===== src/verilog/e1as_params.svh =====
// Offsets, field positions, reset values and timing counts of the E1 receive alarm monitor
`ifndef E1AS_PARAMS_SVH
`define E1AS_PARAMS_SVH
// ----------------------------------------
// Register offsets
// ----------------------------------------
`define E1AS_OFS_RX_SIG 5'h18
`define E1AS_OFS_ALARM1 5'h19
`define E1AS_OFS_SA6 5'h1a
`define E1AS_OFS_ID 5'h1f
// ----------------------------------------
// Field positions and values
// ----------------------------------------
`define E1AS_SA5_BIT 7
`define E1AS_SA6_HI 6
`define E1AS_SA6_LO 3
`define E1AS_ATT_SHORT 2'h0
`define E1AS_ATT_MEDIUM 2'h1
// Arbitrary identification value
`define E1AS_DEV_CODE 8'h5c
`define E1AS_RDATA_RST 8'h00
// ----------------------------------------
// Timing and counts
// ----------------------------------------
`define E1AS_CLK_MHZ 40
`define E1AS_LINE_SIGNAL_LOST_TIME_US 1000
`define E1AS_LINE_SIGNAL_LOST_CYCLES (`E1AS_LINE_SIGNAL_LOST_TIME_US * `E1AS_CLK_MHZ)
`define E1AS_LOS_BITS 7'h7f
`define E1AS_LOS_ONES 7'h10
`define E1AS_EBIT_LIMIT 10'h3dd
`define E1AS_FAIL_SECS 3'h5
`define E1AS_SA6_SAME 3'h7
`define E1AS_AIS_WIN_SHORT 12'h1ff
`define E1AS_AIS_WIN_LONG 12'hfff
`define E1AS_AIS_ZEROS 2'h3
`endif


===== src/verilog/e1as_pkg.sv =====
// Types of the E1 receive alarm monitor
package e1as_pkg;
   // Digital loss-of-signal states
   typedef enum logic [2:0] {
      LOS_CLEAR = 3'b001,
      LOS_LOST = 3'b010,
      LOS_PROBE = 3'b100
   } e1as_los_e;

   // Host port request
   typedef struct packed {
      logic cs;
      logic rd;
      logic [4:0] addr;
   } e1as_host_s;

   // Line interface levels
   typedef struct packed {
      logic [1:0] atten;
      logic low_amp;
   } e1as_line_s;

   // Framer events and fields
   typedef struct packed {
      logic bit_en;
      logic bit_val;
      logic frame;
      logic [7:0] ts16;
      logic nfas;
      logic a_bit;
      logic smf1;
      logic smf2;
      logic crc_err;
      logic mf;
      logic crc_cont;
      logic nib_valid;
      logic sa5;
      logic [3:0] sa6;
      logic sec_tick;
      logic ebit_err;
      logic sync_lost;
   } e1as_rx_s;
endpackage : e1as_pkg


===== src/verilog/e1as_monitor.sv =====
// E1 receive status and alarm monitor with host status words
// Function
// RL1: Exactly one of long, medium or short loop flags follows the line attenuation class.
// RL2: Line signal lost sets after low amplitude lasts at least 1 ms and is zero otherwise.
// RL3: The first CRC flag takes each submultiframe 1 check result.
// RL4: The second CRC flag takes each submultiframe 2 check result.
// RL5: Remote multiframe fail shows five seconds of over 989 E-bit errors, no RAI, sync kept.
// RL6: Digital loss of signal sets after 127 consecutive zero bits.
// RL7: Loss of signal ends when 127 positions starting with a one hold at least 12.5% ones.
// RL8: Slot 16 all-ones status is updated every frame.
// RL9: The AIS status shows an all-ones signal under the selected criterion.
// RL10: Remote alarm status takes the A bit on each non-alignment frame.
// RL11: The RAI with continuous CRC status is updated once per multiframe.
// RL12: The stable Sa6 flag sets on the eighth consecutive identical nibble.
// RL13: Stable Sa6 captures Sa5 and the nibble, and a read clears the whole word.
// RL14: The changed Sa6 flag sets whenever the nibble differs from the last one.
// RL15: The remote alarm comes from the A bit, one meaning alarm.
// RL16: Status words other than the Sa6 word are read-only with unused bits zero.
`timescale 1ns/100ps
`include "e1as_params.svh"
module e1as_monitor
   import e1as_pkg::*;
#(
   parameter int LINE_SIGNAL_LOST_CYCLES = `E1AS_LINE_SIGNAL_LOST_CYCLES
) (
   // Clock and reset
   input wire logic clk,
   input wire logic sys_rst,
   input wire logic ce,
   // Host port
   input wire e1as_host_s host,
   output logic [7:0] rdata,
   output logic rack,
   // Line and framer side
   input wire e1as_line_s line,
   input wire e1as_rx_s rx,
   input wire logic ais_criterion_select
);
   // ----------------------------------------
   // State
   // ----------------------------------------
   typedef struct packed {
      logic [7:0] rdata;
      logic rack;
      logic long_loop_flag;
      logic medium_loop_flag;
      logic short_loop_flag;
      logic line_signal_lost;
      logic [16:0] amp_cnt;
      logic crc_sub1_error;
      logic crc_sub2_error;
      logic remote_multiframe_fail;
      logic [9:0] ebit_cnt;
      logic sec_rai;
      logic sec_sync;
      logic [2:0] sec_cnt;
      e1as_los_e los_st;
      logic [6:0] zero_cnt;
      logic [6:0] win_cnt;
      logic [6:0] ones_cnt;
      logic [11:0] ais_win;
      logic [1:0] ais_zeros;
      logic all_ones_alarm;
      logic slot16_all_ones;
      logic remote_alarm_status;
      logic remote_alarm_crc_combo;
      logic sa5_cap;
      logic [3:0] sa6_cap;
      logic sa6_stable_flag;
      logic sa6_changed_flag;
      logic [3:0] prev_nib;
      logic nib_seen;
      logic [2:0] same_cnt;
   } e1as_state_s;

   e1as_state_s st_reg;
   e1as_state_s st_next;
   logic los_flag;
   logic rd_sa6;
   logic [11:0] ais_end;

   assign los_flag = (st_reg.los_st != LOS_CLEAR);
   assign rd_sa6 = host.cs && host.rd && (host.addr == `E1AS_OFS_SA6);
   assign ais_end = ais_criterion_select ? `E1AS_AIS_WIN_LONG : `E1AS_AIS_WIN_SHORT;

   // Read multiplexer, used for the read data only; rd_sa6 makes the clear decision
   function automatic logic [7:0] e1as_read(input e1as_state_s s, input logic [4:0] a,
                                            input logic los);
      logic [7:0] v;
      v = 8'h00;
      unique case (a)
         `E1AS_OFS_RX_SIG: v = {s.long_loop_flag, s.medium_loop_flag, s.short_loop_flag,
                                s.line_signal_lost, 4'h0};
         `E1AS_OFS_ALARM1: v = {s.crc_sub1_error, s.crc_sub2_error, s.remote_multiframe_fail,
                                los, s.slot16_all_ones, s.all_ones_alarm,
                                s.remote_alarm_status, s.remote_alarm_crc_combo};
         `E1AS_OFS_SA6: v = {s.sa5_cap, s.sa6_cap, 1'b0, s.sa6_stable_flag,
                             s.sa6_changed_flag};
         `E1AS_OFS_ID: v = `E1AS_DEV_CODE;
         default: v = 8'h00;
      endcase
      return v;
   endfunction : e1as_read

   // ----------------------------------------
   // Next state
   // ----------------------------------------
   always_comb begin
      st_next = st_reg;
      st_next.rack = 1'b0;
      // RL16 read-only words
      if (host.cs && host.rd) begin
         st_next.rdata = e1as_read(st_reg, host.addr, los_flag);
         st_next.rack = 1'b1;
      end

      // RL1 one-hot loop class
      st_next.short_loop_flag = (line.atten == `E1AS_ATT_SHORT);
      st_next.medium_loop_flag = (line.atten == `E1AS_ATT_MEDIUM);
      st_next.long_loop_flag = !st_next.short_loop_flag && !st_next.medium_loop_flag;

      // RL2 low amplitude timer
      if (!line.low_amp) begin
         st_next.amp_cnt = 17'h00000;
         st_next.line_signal_lost = 1'b0;
      end else if (st_reg.amp_cnt >= 17'(LINE_SIGNAL_LOST_CYCLES - 1)) begin
         st_next.line_signal_lost = 1'b1;
      end else begin
         st_next.amp_cnt = st_reg.amp_cnt + 17'h00001;
      end

      // RL3 submultiframe 1 result
      if (rx.smf1) begin
         st_next.crc_sub1_error = rx.crc_err;
      end
      // RL4 submultiframe 2 result
      if (rx.smf2) begin
         st_next.crc_sub2_error = rx.crc_err;
      end

      // RL5 per-second E-bit evaluation
      if (rx.ebit_err && st_reg.ebit_cnt != 10'h3ff) begin
         st_next.ebit_cnt = st_reg.ebit_cnt + 10'h001;
      end
      if (rx.nfas && rx.a_bit) begin
         st_next.sec_rai = 1'b1;
      end
      if (rx.sync_lost) begin
         st_next.sec_sync = 1'b1;
      end
      if (rx.sec_tick) begin
         if (st_next.ebit_cnt > `E1AS_EBIT_LIMIT && !st_next.sec_rai && !st_next.sec_sync) begin
            if (st_reg.sec_cnt != `E1AS_FAIL_SECS) begin
               st_next.sec_cnt = st_reg.sec_cnt + 3'h1;
            end
         end else begin
            st_next.sec_cnt = 3'h0;
         end
         st_next.remote_multiframe_fail = (st_next.sec_cnt == `E1AS_FAIL_SECS);
         st_next.ebit_cnt = 10'h000;
         st_next.sec_rai = 1'b0;
         st_next.sec_sync = 1'b0;
      end

      // Digital loss of signal
      if (rx.bit_en) begin
         if (rx.bit_val) begin
            st_next.zero_cnt = 7'h00;
         end else if (st_reg.zero_cnt != `E1AS_LOS_BITS) begin
            st_next.zero_cnt = st_reg.zero_cnt + 7'h01;
         end
         unique case (st_reg.los_st)
            LOS_CLEAR: begin
               // RL6 127 zeros in a row
               if (!rx.bit_val && st_reg.zero_cnt == `E1AS_LOS_BITS - 7'h01) begin
                  st_next.los_st = LOS_LOST;
               end
            end
            LOS_LOST: begin
               // RL7 window opens on a pulse
               if (rx.bit_val) begin
                  st_next.los_st = LOS_PROBE;
                  st_next.win_cnt = 7'h01;
                  st_next.ones_cnt = 7'h01;
               end
            end
            LOS_PROBE: begin
               st_next.win_cnt = st_reg.win_cnt + 7'h01;
               st_next.ones_cnt = st_reg.ones_cnt + {6'h00, rx.bit_val};
               // RL7 density check at window end
               if (st_next.win_cnt == `E1AS_LOS_BITS) begin
                  st_next.los_st = (st_next.ones_cnt >= `E1AS_LOS_ONES) ? LOS_CLEAR : LOS_LOST;
               end
            end
         endcase

         // RL9 zeros per window under the selected length
         if (!rx.bit_val && st_reg.ais_zeros != `E1AS_AIS_ZEROS) begin
            st_next.ais_zeros = st_reg.ais_zeros + 2'h1;
         end
         st_next.ais_win = st_reg.ais_win + 12'h001;
         if (st_reg.ais_win >= ais_end) begin
            st_next.all_ones_alarm = (st_next.ais_zeros < `E1AS_AIS_ZEROS);
            st_next.ais_win = 12'h000;
            st_next.ais_zeros = 2'h0;
         end
      end

      // RL8 slot 16 per frame
      if (rx.frame) begin
         st_next.slot16_all_ones = (rx.ts16 == 8'hff);
      end
      // RL10 RL15 A bit of the non-alignment word
      if (rx.nfas) begin
         st_next.remote_alarm_status = rx.a_bit;
      end
      // RL11 per multiframe
      if (rx.mf) begin
         st_next.remote_alarm_crc_combo = st_next.remote_alarm_status && rx.crc_cont;
      end

      // RL13 read clears, new events below win
      if (rd_sa6) begin
         st_next.sa5_cap = 1'b0;
         st_next.sa6_cap = 4'h0;
         st_next.sa6_stable_flag = 1'b0;
         st_next.sa6_changed_flag = 1'b0;
      end
      if (rx.nib_valid) begin
         st_next.prev_nib = rx.sa6;
         st_next.nib_seen = 1'b1;
         if (st_reg.nib_seen && rx.sa6 != st_reg.prev_nib) begin
            // RL14 nibble changed
            st_next.sa6_changed_flag = 1'b1;
            st_next.same_cnt = 3'h0;
         end else if (!st_reg.nib_seen) begin
            // First nibble starts the run at zero
            st_next.same_cnt = 3'h0;
         end else if (st_reg.same_cnt != `E1AS_SA6_SAME) begin
            st_next.same_cnt = st_reg.same_cnt + 3'h1;
            // RL12 RL13 eighth identical nibble
            if (st_next.same_cnt == `E1AS_SA6_SAME) begin
               st_next.sa6_stable_flag = 1'b1;
               st_next.sa5_cap = rx.sa5;
               st_next.sa6_cap = rx.sa6;
            end
         end
      end
   end

   // ----------------------------------------
   // Registers
   // ----------------------------------------
   always_ff @(posedge clk) begin
      if (sys_rst) begin
         st_reg <= '0;
         st_reg.rdata <= `E1AS_RDATA_RST;
         st_reg.short_loop_flag <= 1'b1;
         st_reg.los_st <= LOS_CLEAR;
      end else if (ce) begin
         st_reg <= st_next;
      end
   end

   assign rdata = st_reg.rdata;
   assign rack = st_reg.rack;
endmodule : e1as_monitor


===== config.mk =====
export PLATFORM = sky130hd
export DESIGN_NAME = e1as_monitor
export DESIGN_NICKNAME = d
export VERILOG_FILES = /design/src/verilog/e1as_pkg.sv /design/src/verilog/e1as_monitor.sv
export VERILOG_INCLUDE_DIRS = /design/src /design/src/verilog
export SDC_FILE = /design/constraint.sdc
export NUM_CORES = 1
export LEC_CHECK = 0
export BUFFER_PORTS_ARGS = -buffer_cell sky130_fd_sc_hd__buf_2
export CAP_MARGIN = 20
export CORE_MARGIN = 1
export CORE_UTILIZATION = 30
export DETAILED_ROUTE_END_ITERATION = 10
export GPL_ROUTABILITY_DRIVEN = 0
export PLACE_DENSITY = 0.58
export SYNTH_ARGS = -nofsm -noshare
export SYNTH_HDL_FRONTEND = slang
export SYNTH_SLANG_ARGS = --single-unit

===== constraint.sdc =====
create_clock -name clk -period 2.2 [get_ports clk]
set_input_delay 0.11 -clock clk [delete_from_list [all_inputs] [get_ports clk]]
set_output_delay 0.11 -clock clk [all_outputs]
set_load 0.02 [all_outputs]

==> flow_summary.ini <==
[clock_tree]
path_clk_slew_ns = 0.07
cts_max_level = 3
clockBufferDepth = 2
root_buffer = clkbuf_16
clk_latency_ns = 0.35
numCtsBuffers = 9
cts.sinks = 105
tritoncts = done

[drt]
viasPerCell = 4.984
dr.first_iter.drc_count = 296
remaining_drc_errors = 0
vias = 4625
post_drt_wl_per_cell_um = 13.53
antenna_left = 0
firstDrtPassIters = 4
drt_wl_total_mm = 12.56

[cells_and_area]
layout-drive-gt1-share_pct = 14.37
seq_area_mm2 = 0.002105
multi_input_area_mm2 = 0.003057
n_fill_cell = 1814
largest_register_ffs = 96
n_antenna_cell = 0
final_cells = 928
layout.nets = 758
final_area_mm2 = 0.006211
fin_util_pct = 35.78
syn_to_final_growth_pct = 15.76

[synth]
synth.cell_area_mm2 = 0.005365
synth_nets = 712
synth_edf_count = 0
synth_top_cell_by_area = dfxtp_1
synth_common_cells = dfxtp_1, nor2_1, nand2_1, a21oi_1, o21ai_0
syn_avg_cell_area_um2 = 8.216
yosys_warnings = 0
synth_most_common_cell = dfxtp_1
yosys-top-cells-area = dfxtp_1, nor2_1, a21oi_1
async_reset_ff_share_pct = 0
synth_top_area_share_pct = 39.18
ys_seq_area_share_pct = 39.18
ys_types = 62
netlist_instances = 653
synth-seq-cells = 105
synth_ff_type = dfxtp_1

[worst_setup_path]
crit_type = flop to flop
crit_arrival_ns = 2.34
cp.required_ns = 2.47
r2r-start = st_reg[40]$_SDFFE_PP0P_
r2r_cells = 7
cp_max_fo = 5
start_kind = flop
endpoint_kind = flop
r2r-end = st_reg[55]$_SDFFE_PP0P_
r2r_slack_ns = 0.13

[power]
p_seq_share_pct = 49.6
peakVddDrop_uv = 384.4
p_total_mw = 3.917
power_switching_uw = 875.6
power_density_mw_per_mm2 = 630.6
p_clk_share_pct = 44.0
switching_share_pct = 22.35
p_leak_nw = 2.245
p_comb_share_pct = 6.4
intPower_mw = 3.041

[min_path]
hold_path_depth = 3
hp-class = primary input to flop
hold_path.startpoint = rx[0]
whs_endpoint = st_reg[60]$_SDFFE_PP0P_

[floorplan]
die_y_um = 135.7
die_x_um = 135.7
die-area_mm2 = 0.01842
rows = 48
core_mm2 = 0.01736
ios = 50
initial_core_util_pct = 30.91

[timing]
tightestPinTransition_ns = 0.7779
slew_headroom_pct = 48.14
setup_viol = 0
fmax_ghz = 0.4837
report.final.hold_viol_count = 0
hold-worst-slack_ns = 0.02127
final_max_slew_viol_count = 0
post-route-period-util_pct = 93.98
min_period_ns = 2.068
final.setup.tns_ns = 0
rsz0062_at_grt = false
fin_skew_ns = 0.006110
fin_ws_ns = 0.1325

[placement]
dp_cells = 911
place_area_mm2 = 0.005866
dp.final_hpwl_mm = 8.876
io_buffers = 49
dp_slack_ns = 0.07801

[global_routing]
grt_pass1_vias = 4176
grt_max_degree = 70
overflow = 0
antenna_found_initial = 0
grt_usage_pct = 14.20
grt_first_pass_wirelength_mm = 20.71

[outcome]
outcome = finished, final reports clean

[job]
max_cap_viol_count = 0
==> cells by family after synthesis <==
logic type                 count (synthesis)  share of synthesized area [%]
and+or+nand+nor                          280                          25.28
adders and majority gates                 18                          4.198
AOI/OAI and AO/OA                        156                          19.57
buffers and inverters                     49                          4.151
DFF                                      105                          39.18
muxes                                     12                          2.239
xor gates and xnor gates                  33                          5.387
==> layout by cell type, fill, tap and decap left out, types with 16 or more instances in the layout <==
| master | n |
|---|---|
| nand3_1 | 23 |
| o21ai_0 | 28 |
| nor3_1 | 18 |
| nand2_1 | 59 |
| buf_4 | 18 |
| buf_2 | 49 |
| ha_1 | 17 |
| dfxtp_1 | 103 |
| xor2_1 | 16 |
| xnor2_1 | 17 |
| nor2_1 | 103 |
| a21oi_1 | 58 |
| nand4_1 | 19 |
==> cell type report <==
| class | instances | area share, % |
|---|---|---|
| well taps | 225 | 4.533 |
| repair buffers | 69 | 6.446 |
| clock inverters | 3 | 1.048 |
| multi-input cells | 499 | 49.21 |
| clock buffers | 12 | 3.969 |
| inverters | 15 | 0.9065 |
| flip-flops and latches | 105 | 33.88 |
==> routing by layer <==
metal / wire (um) / up-vias / global-route usage, % / share of wire (%)
met1: 6342 / 2139 / 19.10 / 50
met5: 0 / - / 0 / 0
met4: 112 / 0 / 3.745 / 0.89
met2: 5689 / 66 / 22.73 / 45
met3: 416 / 6 / 3.105 / 3.3
li1: - / 2414 / - / -
==> how the worst max path moves through the flow <==
stage,from,endpoint,slack (ns),depth (start not counted)
floorplan,st_reg[63]$_SDFFE_PP0P_,st_reg[58]$_SDFFE_PP0P_,0.12,8
global placement,st_reg[40]$_SDFFE_PP0P_,st_reg[55]$_SDFFE_PP0P_,0.15,7
detailed placement,st_reg[40]$_SDFFE_PP0P_,st_reg[55]$_SDFFE_PP0P_,0.08,7
finish,st_reg[40]$_SDFFE_PP0P_,st_reg[55]$_SDFFE_PP0P_,0.13,7
CTS,st_reg[40]$_SDFFE_PP0P_,st_reg[55]$_SDFFE_PP0P_,0.07,7
global route,st_reg[40]$_SDFFE_PP0P_,st_reg[55]$_SDFFE_PP0P_,0.009,7
==> what timing repair did <==
item | CTS | global route
endpoints found under the hold margin | 1 | 0
hold buffers | 2 | 0
gates resized for setup | 0 | 4
setup buffers | 0 | 0
endpoints found under the setup margin | 0 | 4
==> power groups by stage <==
stage	clock, mW	combinational (mW)	sequential (mW)
3_3_place_gp	0	0.248	1.99
5_1_grt	1.84	0.281	1.95
3_5_place_dp	0	0.248	1.99
2_1_floorplan	0	0.147	1.98
4_1_cts	1.78	0.252	1.94
6_report	1.72	0.250	1.94
==> critical path, cell delays in order (launching register included) <==
cell and delay [ns]:
dfxtp_2 0.37, ha_2 0.20, nand3_2 0.09, or3_4 0.39, a2111oi_4 0.37, o21bai_2 0.09
or3_1 0.35, a21oi_1 0.14
No activity file was read; power rests on OpenSTA's default activity.
